[src/verilog/bpc_defines.vh]
// constants for the bus probe capture and stimulus block
`ifndef BPC_DEFINES_VH
`define BPC_DEFINES_VH

// channel group widths
`define BPC_ADDR_W 24
`define BPC_DATA_W 16
`define BPC_USER_W 12
`define BPC_STAT_W 8
`define BPC_CLK_W 8

// latch clock positions within the clock group
`define BPC_CLK_ADDR_A 2
`define BPC_CLK_ADDR_B 3
`define BPC_CLK_STAT_A 4
`define BPC_CLK_STAT_B 5

// stimulus source select codes
`define BPC_SRC_TRIG 2'h0
`define BPC_SRC_WIN 2'h1
`define BPC_SRC_SEQ 2'h2

// halt source select codes
`define BPC_HALT_TPOINT 1'b0
`define BPC_HALT_MDONE 1'b1

// stimulus pulse timing: width in ns and clock period in ns
`define BPC_PULSE_NS 5000
`define BPC_MCLK_NS 25
`define BPC_PULSE_CYC (`BPC_PULSE_NS / `BPC_MCLK_NS)

// fifo geometry
`define BPC_FIFO_DEPTH 16

// arbitrary identification values
`define BPC_PROBE_ID 8'h5A
`endif

[src/verilog/bpc_probe.v]
// probe front end: channel capture, clock latching, halt and stimulus outputs
// ----------------------------------------------------------------------------
// ----------------------------------------------------------------------------
`timescale 1ns/10ps
`default_nettype none
`include "bpc_defines.vh"

// ----------------------------------------------------------------------------
// fifo: flip-flop storage, valid/ready on both sides
// ----------------------------------------------------------------------------
module bpc_fifo #(
    parameter WIDTH = 68,
    parameter DEPTH = 16,
    parameter AW = 4
) (
    // clock and reset
    input wire mclk,
    input wire srst,
    // fill side
    input wire in_valid,
    output wire in_ready,
    input wire [WIDTH-1:0] in_data,
    // drain side
    output wire out_valid,
    input wire out_ready,
    output reg [WIDTH-1:0] out_data
);
    reg [WIDTH-1:0] mem [0:DEPTH-1]; // storage words
    reg [AW-1:0] wr_ptr; // write index
    reg [AW-1:0] rd_ptr; // read index
    reg [AW:0] count; // words held
    wire push; // word accepted
    wire pop; // word drained

    assign in_ready = (count != DEPTH[AW:0]);
    assign out_valid = (count != {(AW+1){1'b0}});
    assign push = in_valid & in_ready;
    assign pop = out_valid & out_ready;

    // storage write
    always @(posedge mclk) begin
        if (push) begin
            mem[wr_ptr] <= in_data;
        end
    end

    // a full buffer refuses the push; the caller decides what the loss means
    // pointers and fill level
    always @(posedge mclk) begin
        if (srst) begin
            wr_ptr <= {AW{1'b0}};
            rd_ptr <= {AW{1'b0}};
            count <= {(AW+1){1'b0}};
        end else begin
            if (push) begin
                wr_ptr <= wr_ptr + 1'b1;
            end
            if (pop) begin
                rd_ptr <= rd_ptr + 1'b1;
            end
            if (push && !pop) begin
                count <= count + 1'b1;
            end else if (pop && !push) begin
                count <= count - 1'b1;
            end
        end
    end

    // read data is the head word, straight from the storage flops
    always @* begin
        out_data = mem[rd_ptr];
    end
endmodule

// ----------------------------------------------------------------------------
// top: probe front end
// ----------------------------------------------------------------------------
module bpc_probe (
    // clock and reset
    input wire mclk,
    input wire srst,
    // target channel pins
    input wire [`BPC_ADDR_W-1:0] tgt_addr,
    input wire [`BPC_DATA_W-1:0] tgt_data,
    input wire [`BPC_USER_W-1:0] tgt_user,
    input wire [`BPC_STAT_W-1:0] tgt_stat,
    input wire [`BPC_CLK_W-1:0] tgt_clk,
    // latch clock configuration from the interface module (index 0..3 = clocks 2..5)
    input wire [3:0] clk_enable,
    input wire [3:0] clk_falling,
    input wire [7:0] module_id,
    // trace control from the analyzer
    input wire trace_start,
    input wire ev_trigger,
    input wire ev_window,
    input wire ev_sequencer,
    input wire ev_tpoint,
    input wire ev_mdone,
    // trace configuration
    input wire [1:0] stim_src,
    input wire stim_enable,
    input wire stim_repeat,
    input wire stim_handshake,
    input wire halt_enable,
    input wire halt_src,
    // target handshake pins
    input wire ack_n_in,
    output wire halt_n_out,
    output wire halt_n_oe,
    output wire stim_n_out,
    output wire stim_n_oe,
    // analyzer stream
    output wire anl_valid,
    input wire anl_ready,
    output wire [67:0] anl_word,
    output wire cap_overflow,
    output wire [7:0] probe_id,
    output wire [7:0] probe_module_id,
    // status
    output wire halt_active,
    output wire stim_active
);
    localparam CW = 68; // captured word width
    localparam PCW = 8; // pulse counter width
    // terminal count cut to the counter's width on purpose; 199 fits in eight bits
    localparam integer PULSE_LAST_I = `BPC_PULSE_CYC - 1;
    localparam [PCW-1:0] PULSE_LAST = PULSE_LAST_I[PCW-1:0];

    // ------------------------------------------------------------------------
    // pin synchronisers: two flops before any logic
    // ------------------------------------------------------------------------
    // pins are asynchronous to mclk: only the second stage may read the first
    reg [CW-1:0] pin_s1; // first stage, read only by pin_s2
    reg [CW-1:0] pin_s2; // usable samples
    reg [1:0] ack_sync; // ack synchroniser
    reg [`BPC_CLK_W-1:0] clk_prev; // previous clock samples for edge find
    wire ack_seen; // acknowledge active, after sync

    always @(posedge mclk) begin
        if (srst) begin
            pin_s1 <= {CW{1'b0}};
            pin_s2 <= {CW{1'b0}};
            ack_sync <= 2'b11;
            clk_prev <= {`BPC_CLK_W{1'b0}};
        end else begin
            pin_s1 <= {tgt_clk, tgt_stat, tgt_user, tgt_data, tgt_addr};
            pin_s2 <= pin_s1;
            ack_sync <= {ack_sync[0], ack_n_in};
            clk_prev <= pin_s2[CW-1 -: `BPC_CLK_W];
        end
    end
    assign ack_seen = ~ack_sync[1];

    // ------------------------------------------------------------------------
    // latch clock edges: polarity, enable, OR per group
    // ------------------------------------------------------------------------
    wire [`BPC_CLK_W-1:0] clk_now; // current clock samples
    wire [3:0] lclk_now; // latch clocks 2..5 now
    wire [3:0] lclk_was; // latch clocks 2..5 before
    wire [3:0] lclk_edge; // selected active edge, enabled
    wire addr_load; // address latch load
    wire stat_load; // status latch load

    assign clk_now = pin_s2[CW-1 -: `BPC_CLK_W];
    assign lclk_now = clk_now[`BPC_CLK_STAT_B:`BPC_CLK_ADDR_A];
    assign lclk_was = clk_prev[`BPC_CLK_STAT_B:`BPC_CLK_ADDR_A];
    // edges are found on the synced copy, so a load lags its pin by two to three cycles
    // falling selects 1->0, otherwise 0->1
    assign lclk_edge = clk_enable & ((lclk_now ^ clk_falling) & ~(lclk_was ^ clk_falling));
    assign addr_load = lclk_edge[0] | lclk_edge[1];
    assign stat_load = lclk_edge[2] | lclk_edge[3];

    // ------------------------------------------------------------------------
    // group latches: address and status hold, data and user pass
    // ------------------------------------------------------------------------
    reg [`BPC_ADDR_W-1:0] addr_latch; // held address
    reg [`BPC_STAT_W-1:0] stat_latch; // held status
    reg [CW-1:0] cap_word; // word presented to fifo
    reg cap_valid; // word pending

    always @(posedge mclk) begin
        if (srst) begin
            addr_latch <= {`BPC_ADDR_W{1'b0}};
            stat_latch <= {`BPC_STAT_W{1'b0}};
        end else begin
            if (addr_load) begin
                addr_latch <= pin_s2[`BPC_ADDR_W-1:0];
            end
            if (stat_load) begin
                stat_latch <= pin_s2[CW-`BPC_CLK_W-1 -: `BPC_STAT_W];
            end
        end
    end

    // one word per mclk; all eight clocks and data/user go straight through
    always @(posedge mclk) begin
        if (srst) begin
            cap_word <= {CW{1'b0}};
            cap_valid <= 1'b0;
        end else begin
            cap_word <= {clk_now, stat_latch, pin_s2[`BPC_ADDR_W+`BPC_DATA_W+`BPC_USER_W-1:`BPC_ADDR_W],
                addr_latch};
            cap_valid <= 1'b1;
        end
    end

    // ------------------------------------------------------------------------
    // capture buffer toward the analyzer
    // ------------------------------------------------------------------------
    wire fifo_in_ready; // fifo can accept
    reg overflow; // sticky: word dropped while full

    bpc_fifo #(.WIDTH(CW), .DEPTH(`BPC_FIFO_DEPTH), .AW(4)) u_fifo (
        .mclk(mclk),
        .srst(srst),
        .in_valid(cap_valid),
        .in_ready(fifo_in_ready),
        .in_data(cap_word),
        .out_valid(anl_valid),
        .out_ready(anl_ready),
        .out_data(anl_word)
    );

    // the target cannot be stalled, so a full buffer can only report loss
    always @(posedge mclk) begin
        if (srst) begin
            overflow <= 1'b0;
        end else if (cap_valid && !fifo_in_ready) begin
            overflow <= 1'b1;
        end else if (trace_start) begin
            overflow <= 1'b0;
        end
    end
    assign cap_overflow = overflow;

    // probe code is a fixed arbitrary value; the module code comes from its own straps
    // identification toward the analyzer
    assign probe_id = `BPC_PROBE_ID;
    assign probe_module_id = module_id;

    // ------------------------------------------------------------------------
    // halt output
    // ------------------------------------------------------------------------
    reg halt; // halt held
    wire halt_ev; // selected halt event

    assign halt_ev = halt_enable & ((halt_src == `BPC_HALT_MDONE) ? ev_mdone : ev_tpoint);

    // set wins over the new-trace release in the same cycle
    always @(posedge mclk) begin
        if (srst) begin
            halt <= 1'b0;
        end else if (halt_ev) begin
            halt <= 1'b1;
        end else if (trace_start) begin
            halt <= 1'b0;
        end
    end
    // the pin only ever pulls low; when released the target's pull-up sets the level
    assign halt_n_out = 1'b0;
    assign halt_n_oe = halt;
    assign halt_active = halt;

    // ------------------------------------------------------------------------
    // stimulus output
    // ------------------------------------------------------------------------
    reg stim; // stimulus asserted
    reg fired; // single mode already used this trace
    reg [PCW-1:0] pulse_cnt; // pulse width counter
    reg stim_src_ev; // selected source event
    wire stim_req; // request allowed to fire

    always @* begin
        case (stim_src)
            `BPC_SRC_TRIG: stim_src_ev = ev_trigger;
            `BPC_SRC_WIN: stim_src_ev = ev_window;
            `BPC_SRC_SEQ: stim_src_ev = ev_sequencer;
            default: stim_src_ev = 1'b0;
        endcase
    end

    // limitation: acknowledge is seen two cycles late, so a target must release it promptly
    // disabled blocks everything; single allows one firing per trace
    assign stim_req = stim_enable & stim_src_ev & (stim_repeat | ~fired);

    always @(posedge mclk) begin
        if (srst) begin
            stim <= 1'b0;
            fired <= 1'b0;
            pulse_cnt <= {PCW{1'b0}};
        end else if (trace_start) begin
            // an occurrence in the starting cycle belongs to the new trace, so it still fires
            stim <= stim_enable & stim_src_ev;
            fired <= stim_enable & stim_src_ev;
            pulse_cnt <= {PCW{1'b0}};
        end else if (!stim_enable) begin
            stim <= 1'b0;
            pulse_cnt <= {PCW{1'b0}};
        end else if (stim_req) begin
            // a new occurrence restarts the pulse timer
            stim <= 1'b1;
            fired <= 1'b1;
            pulse_cnt <= {PCW{1'b0}};
        end else if (stim && !stim_handshake) begin
            if (pulse_cnt == PULSE_LAST) begin
                stim <= 1'b0;
                pulse_cnt <= {PCW{1'b0}};
            end else begin
                pulse_cnt <= pulse_cnt + 1'b1;
            end
        end else if (stim && stim_repeat && ack_seen) begin
            stim <= 1'b0;
        end
        // single handshake: only the next trace or clearing stim_enable releases it
    end
    assign stim_n_out = 1'b0;
    assign stim_n_oe = stim;
    assign stim_active = stim;
endmodule
`default_nettype wire

[config.mk]
export PLATFORM = sky130hd
export DESIGN_NAME = bpc_probe
export DESIGN_NICKNAME = d
export VERILOG_FILES = /design/src/verilog/bpc_probe.v
export VERILOG_INCLUDE_DIRS = /design/src /design/src/verilog
export SDC_FILE = /design/constraint.sdc
export NUM_CORES = 1
export LEC_CHECK = 0
export BUFFER_PORTS_ARGS = -buffer_cell sky130_fd_sc_hd__buf_2
export CAP_MARGIN = 20
export CORE_UTILIZATION = 45
export CTS_CLUSTER_DIAMETER = 60
export CTS_CLUSTER_SIZE = 16
export DETAILED_ROUTE_END_ITERATION = 8
export PLACE_DENSITY = 0.72
export SLEW_MARGIN = 10
export SYNTH_ARGS = -nofsm -noshare
export SYNTH_HDL_FRONTEND = slang
export SYNTH_HIERARCHICAL = 1
export SYNTH_SLANG_ARGS = --single-unit
[constraint.sdc]
create_clock -name mclk -period 10 [get_ports mclk]
set_input_delay 3 -clock mclk [delete_from_list [all_inputs] [get_ports mclk]]
set_output_delay 3 -clock mclk [all_outputs]
set_load 0.05 [all_outputs]
# Word level (Yosys, flattened, before mapping)
# Memories as Yosys holds them, arrays and structs flattened. A register that Yosys moved wholly into a read port is not among the register bits.
# Cells that the tools add are included.
# word_totals
reg_bits,270
ram_bits,1088
inputBits,101
out_inout_bits,92
elab_cells,86
mem_count,1
# mem_list
name,words,word_bits,read_ports,rd_ports_with_merged_regs,wr,line_no,source
u_fifo.mem,16,68,1,1,1,bpc_probe.v:28,reg [WIDTH-1:0] mem [0:DEPTH-1];
# op_classes
n_addsub,5
n_eq_ne,6
muxes,22
n_bitwise,16
reduce_logical,20
# ops
operator,n
$mux 1,16
$mux 5,2
$reduce_bool 2->1,5
$add 4x1->4 const B,2
$add 8x1->8 const B,1
$and 4x4->4,2
$eq 8x8->1 const B,1
$mux 4,2
$mux 8,1
$xor 4x4->4,2
$logic_and 1x1->1,6
$add 5x1->5 const B,1
$and 1x1->1,5
$ne 5x2->1 const B,1
$ne 5x4->1 const B,1
$ne 5x5->1 const B,1
$reduce_bool 5->1,1
$sub 5x1->5 const B,1
$logic_not 1->1,4
$not 4->4,1
$reduce_and 2->1,2
$reduce_or 4->1,1
$not 1->1,3
$or 1x1->1,3
other kinds (4),4

# Longest topological paths before layout
# Gate-level depths: netlist of the first run.
# depth
depth_word,7
mapped_depth,10
ltp_nobuf,10

# Hierarchy
# The synthesis of the first run kept the hierarchy.
# by_module_without_submodules
mod,n_inst,cells_each,area_per_inst_um2,seq_area_each_um2
bpc_fifo,1,1772,41474.8,33011.7
bpc_probe,1,642,7702.4,5024.8

# Least setup slack after synthesis of the first run
# No wires, ideal clock.
# synth_timing
path_type,register to register
startpoint,reg u_fifo.count[0]
endpoint,mem u_fifo.mem[3][0] (enable)
setup_time_ps,662
arrival_time_ps,7126
path_slack_ps,2213
path_stages_with_launch,4
synth_period_minus_slack_ps,7787
path_cell_list,dfxtp_1 > or4_4 > o21ai_4 > nor4_1
# synth_via
elab_chain_cells,4
# synth_lines
item,line_no,source
from (decl),bpc_probe.v:31,reg [AW:0] count;
from (signal assigned),bpc_probe.v:53,count <= {(AW+1){1'b0}};
from (signal assigned),bpc_probe.v:62,count <= count + 1'b1;
from (signal assigned),bpc_probe.v:64,count <= count - 1'b1;
$ne 5x5->1,bpc_probe.v:35,assign in_ready = (count != DEPTH[AW:0]);
$and 1x1->1,bpc_probe.v:37,assign push = in_valid & in_ready;
$mux 1,bpc_probe.v:42,if (push) begin
$mux 1 (implied by the code),bpc_probe.v:43,mem[wr_ptr] <= in_data;
to (decl),bpc_probe.v:28,
# Every way passes these cells.

==> results.json, run 1 <==
{
  "p_total_uw": 13300,
  "die_area_um2": 111000,
  "yosys.cell_types.count": 51,
  "synth-seq-cells": 1356,
  "cts_sinks": 1356,
  "min_path_type": "reg2reg",
  "drv_slew": 0,
  "synth_warnings": 6,
  "cts.htree.levels": 3,
  "worstPathCellList": "buf_12, mux4_2, a22oi_1, nand2_1, buf_2",
  "vdd_drop_max_mv": 0.225,
  "rsz0062_at_grt": "false",
  "post_drt_wl_per_cell_um": 25.4,
  "synth_simple_gate_area_share_pct": 4.55,
  "nets": 2696,
  "tritoncts": "yes",
  "setup_violations": 0,
  "clock.fmax_ghz": 0.143,
  "synth_area_um2": 49200,
  "cts_buffers": 104,
  "outcome": "finished clean",
  "ant_nets": 0,
  "die_h_um": 333,
  "clock_skew_ps": 47.1,
  "clk-insertion-delay-late_ps": 700,
  "power_frac_seq_pct": 47.9,
  "start_kind": "register",
  "grt_max_degree": 161,
  "cp.required_ps": 7000,
  "cts_buffer_depth": 3,
  "sw_frac_of_total_pct": 28.1,
  "final-hold-violation-count": 0,
  "period_share_pct": 69.8,
  "slew-limit-headroom_pct": 23.5,
  "postCtsSetupRepairBufs": 0,
  "gp_congestion": 0.696,
  "routed-via-count": 23000,
  "hpwlAfterDp_um": 51000,
  "worst-slew-pin-transition_ps": 1150,
  "portBuffers": 166,
  "grt_usage_pct": 18.7,
  "drt_pre_antenna_iters": 5,
  "p_int_uw": 9570,
  "cp_slowest_cell": "dfxtp_4",
  "worstPathArrival_ps": 3980,
  "grt_pass1_vias": 23900,
  "synthesis.instances": 2414,
  "hold_buffers": 0,
  "synthAdderAreaFrac_pct": 0.295,
  "fin_util_pct": 51.0,
  "grt_pass1_wl_um": 153000,
  "avgSynthCellArea_um2": 20.4,
  "tns_ps": 0,
  "ys.flop_type": "edfxtp_1",
  "antenna_found_initial": 3,
  "cap_viol_max_count": 0,
  "rows": 120,
  "overflow": 0,
  "path_clk_slew_ps": 70,
  "synth_top_family_by_area": "multiplexers",
  "synth-seq-area-share_pct": 77.3,
  "clkPwrFrac_pct": 31.1,
  "power.switching_uw": 3750,
  "slowest_delay_ps": 1000,
  "finalCriticalPeriod_ps": 6980,
  "drc": 0,
  "synth_xor_xnor_area_share_pct": 0.267,
  "antennaDiodeCount": 0,
  "synth_enable_flop_cells": 1088,
  "ctsResizeCount": 0,
  "layout-drive-gt1-share_pct": 25.5,
  "p_leak_uw": 0.0186,
  "core_um2": 108000,
  "final_cell_mix": "edfxtp_1 (1088), mux4_2 (272), dfxtp_1 (266)",
  "synthArstFlopShare_pct": 0,
  "comb_power_share_pct": 21.0,
  "crit_path_end_kind": "primary output",
  "critPathKind": "reg2out",
  "ios": 193,
  "die_w_um": 333,
  "first_iter_violations": 2201,
  "cts_root_buf": "clkbuf_16",
  "area_growth_pct": 11.6,
  "path_max_fanout": 132,
  "synth_mux_area_share_pct": 13.5,
  "layout_commonest_cell": "edfxtp_1",
  "routed_via_density": 5.64,
  "routed_wl_um": 104000,
  "synth_compound_area_share_pct": 2.48,
  "start_util_pct": 45.7,
  "p_per_area_nw_per_um2": 243
}
power groups by stage:
stage               registers, uW  clock network (uW)  logic (uW)
floorplan                    6430                   0        2290
global placement             6490                   0        2790
detailed placement           6510                   0        2830
CTS                          6390                4220        2850
global route                 6410                4420        2970
finish                       6380                4140        2790
logic make-up after synthesis:
| logic type | count (synthesis) |
|---|---|
| AO/OA/AOI/OAI | 163 |
| XOR/XNOR | 15 |
| adder cells (fa/ha/maj) | 11 |
| buffers and inverters | 157 |
| flip-flops | 1356 |
| multiplexers | 310 |
| other | 2 |
| AND/OR/NAND/NOR | 400 |
layout make-up:
cell class | instances | area, um2
well taps | 1403 | 1760
inverters | 10 | 37.5
flip-flops and latches | 1356 | 38000
repair buffers | 203 | 1160
multi-input cells | 909 | 10500
clock buffers | 173 | 3070
clock inverters | 25 | 322
fillers | 8230 | 52800
metal layers:
metal  global-route usage (%)  part of all wire, %
met5                        0                0.023
met4                     4.78                  2.0
met3                     3.58                  7.7
met2                     31.3                   50
met1                     25.1                   40
synthesized netlist by cell type, types with 2 or more instances:
cell type | count | share of area [%]
nor2b_1 | 240 | 3.1
ha_1 | 10 | 0.25
buf_2 | 29 | 0.30
o21ai_2 | 2 | 0.036
nand2_1 | 82 | 0.63
nor3b_1 | 2 | 0.031
conb_1 | 2 | 0.015
nand3b_1 | 3 | 0.046
inv_1 | 9 | 0.069
nand2b_1 | 9 | 0.11
buf_1 | 7 | 0.053
o22ai_1 | 3 | 0.038
edfxtp_1 | 1088 | 66
nor2_1 | 30 | 0.23
mux4_2 | 272 | 12
o211ai_1 | 4 | 0.061
a21oi_1 | 8 | 0.081
xnor2_1 | 7 | 0.12
buf_12 | 2 | 0.081
a22o_1 | 2 | 0.036
dfxtp_1 | 268 | 11
nand4_1 | 3 | 0.038
mux2i_1 | 4 | 0.081
nor4_1 | 6 | 0.076
buf_4 | 28 | 0.43
buf_6 | 2 | 0.046
mux2_2 | 14 | 0.32
or2_2 | 2 | 0.025
clkbuf_1 | 79 | 0.60
and2_1 | 9 | 0.11
nor3_1 | 6 | 0.061
mux2_4 | 20 | 0.61
xor2_1 | 8 | 0.14
nand3_1 | 2 | 0.020
a22oi_1 | 136 | 2.1
flip-flops by register name (all words and copies together) (netlist names), 2 cells and up, named ones only:
name and flops:
ack_sync 2, addr_latch 24, cap_word 63, clk_prev 5, pin_s1 68, pin_s2 68
pulse_cnt 8, stat_latch 8, u_fifo/count 5, u_fifo/mem 1088, u_fifo/rd_ptr 4, u_fifo/wr_ptr 4
through the flow:
| step | setup slack [ps] | hold slack [ps] | instances | cell area (um2) |
|---|---|---|---|---|
| after floorplan | 2210 | 389 | 2422 | 49200 |
| after global routing | 2610 | 443 | 4079 | 54900 |
| after detailed placement | 3640 | 405 | 3880 | 51500 |
| after CTS | 2860 | 426 | 4078 | 54900 |
| final | 3020 | 423 | 4079 | 54900 |
| after global placement | 3680 | 403 | 3880 | 51500 |
worst paths after layout:
path,startpoint,to,slack (ps),cells after the start
setup reg to reg,u_fifo/count[1],u_fifo/mem[9][12],6770,5
setup / recovery,register,anl_word[3],3020,5
hold reg to reg,pin_s1[13],pin_s2[13],420,1
hold / removal,pin_s1[13],pin_s2[13],420,1
worst max-delay path, delay by kind of cell (launching register included):
kind	cells	cell delay, ps
flops	1	1000
buf+inv	2	1050
compound gates	1	210
mux	1	620
simple gates	1	230
(Power assumes the default switching activity.)
==> run 2, diff against run 1 <==
- clock period: 10 -> 7 ns (I/O delays scaled with it)
==> run 2 against run 1 <==
Compared with the run above: design area fell by 0.14%; largest cell class unchanged; highest routed layer unchanged; global-route usage up 0.12 points; sequential share of layout area up 0.098 points; largest power group unchanged.
==> results.json, run 2 (synthesized netlist as in run 1, its figures left out) <==
{
  "outcome": "finished clean",
  "hpwlAfterDp_um": 53100,
  "drt_pre_antenna_iters": 7,
  "p_leak_uw": 0.0186,
  "cts_root_buf": "clkbuf_16",
  "instances_no_fill": 4073,
  "hold_buffers": 0,
  "worstPathCellList": "buf_12, mux4_2, a22oi_1, nand2_1, buf_2",
  "fin_area_um2": 54800,
  "rsz0062_at_grt": "false",
  "routed-via-count": 23000,
  "area_growth_pct": 11.4,
  "cp.required_ps": 4900,
  "vdd_drop_max_mv": 0.292,
  "worstPathArrival_ps": 3300,
  "drc": 0,
  "layout_commonest_cell": "edfxtp_1",
  "final_cell_mix": "edfxtp_1 (1088), mux4_2 (272), dfxtp_1 (266)",
  "cp_slowest_cell": "dfxtp_4",
  "routed_via_density": 5.64,
  "post-place-cells": 3883,
  "final-hold-violation-count": 0,
  "slowest_delay_ps": 870,
  "min_path_type": "reg2reg",
  "biggestRegsByFlops": "u_fifo/mem (1088), pin_s1 (68), pin_s2 (68)",
  "nets": 2697,
  "cts.htree.levels": 3,
  "post_drt_wl_per_cell_um": 25.4,
  "finalCriticalPeriod_ps": 5400,
  "die_w_um": 333,
  "tritoncts": "yes",
  "antenna_found_initial": 4,
  "regMostFlops": "u_fifo/mem",
  "whs_ps": 419,
  "ant_nets": 0,
  "ctsResizeCount": 0,
  "antennaDiodeCount": 0,
  "ios": 193,
  "clock.fmax_ghz": 0.185,
  "start_util_pct": 45.7,
  "cts_buffers": 103,
  "grt_usage_pct": 18.8,
  "core_um2": 108000,
  "clk-insertion-delay-late_ps": 690,
  "critPathKind": "reg2out",
  "rr_startpoint": "u_fifo/count[0]",
  "rows": 120,
  "dpl_cell_area_um2": 51600,
  "die_h_um": 333,
  "cts_sinks": 1356,
  "gp_congestion": 0.703,
  "cts_buffer_depth": 3,
  "grt_max_degree": 123,
  "p_per_area_nw_per_um2": 343,
  "path_clk_slew_ps": 70,
  "largest_register_ffs": 1088,
  "period_share_pct": 77.2,
  "die_area_um2": 111000,
  "clock_skew_ps": 30.0,
  "path_max_fanout": 100,
  "hp-start": "pin_s2[28]",
  "setup_violations": 0,
  "grt_pass1_vias": 23900,
  "postCtsSetupRepairBufs": 0,
  "worst-slew-pin-transition_ps": 1130,
  "start_kind": "register",
  "routed_wl_um": 103000,
  "overflow": 0,
  "slew-limit-headroom_pct": 24.7,
  "drv_slew": 0,
  "p_total_uw": 18800,
  "crit_family": "flip-flops",
  "cap_viol_max_count": 0,
  "crit_path_end_kind": "primary output",
  "layout-drive-gt1-share_pct": 25.4,
  "first_iter_violations": 2340,
  "portBuffers": 166,
  "cp.buffers_inverters": 2,
  "grt_pass1_wl_um": 154000
}
run 2: metal layers:
metal / wire [um] / track usage [%]
met1: 43200 / 26.1
met2: 51100 / 31.2
met3: 6880 / 3.07
met4: 2040 / 4.45
met5: 14 / 0
run 2: cell type report:
cell class / instances / area (um2)
clock buffers: 163 / 2900
fillers: 8320 / 52800
multi-input cells: 909 / 10500
flip-flops and latches: 1356 / 38000
well taps: 1403 / 1760
clock inverters: 27 / 309
repair buffers: 205 / 1270
inverters: 10 / 37.5
run 2: path summary, 6_finish.rpt:
path	slack [ps]	endpoint	cells past startpoint
max reg2reg	3590	u_fifo/mem[12][18]	6
min	420	cap_word[28]	1
max	1600	anl_word[11]	5
min reg2reg	420	cap_word[28]	1
run 2: through the flow:
stage	setup slack [ps]	TNS, ps	utilization, %
finish	1600	0	50.9
global route	1390	0	50.9
CTS	1510	0	50.9
detailed placement	2280	0	47.9
global placement	2320	0	47.9
floorplan	-787	-214060	-
run 2: power by group:
part / switching (uW) / leakage [uW] / internal, uW / total, uW
Clock: 2730 / 0.00154 / 2960 / 5680
Combinational: 2400 / 0.00412 / 1640 / 4040
Sequential: 175 / 0.0129 / 8900 / 9070
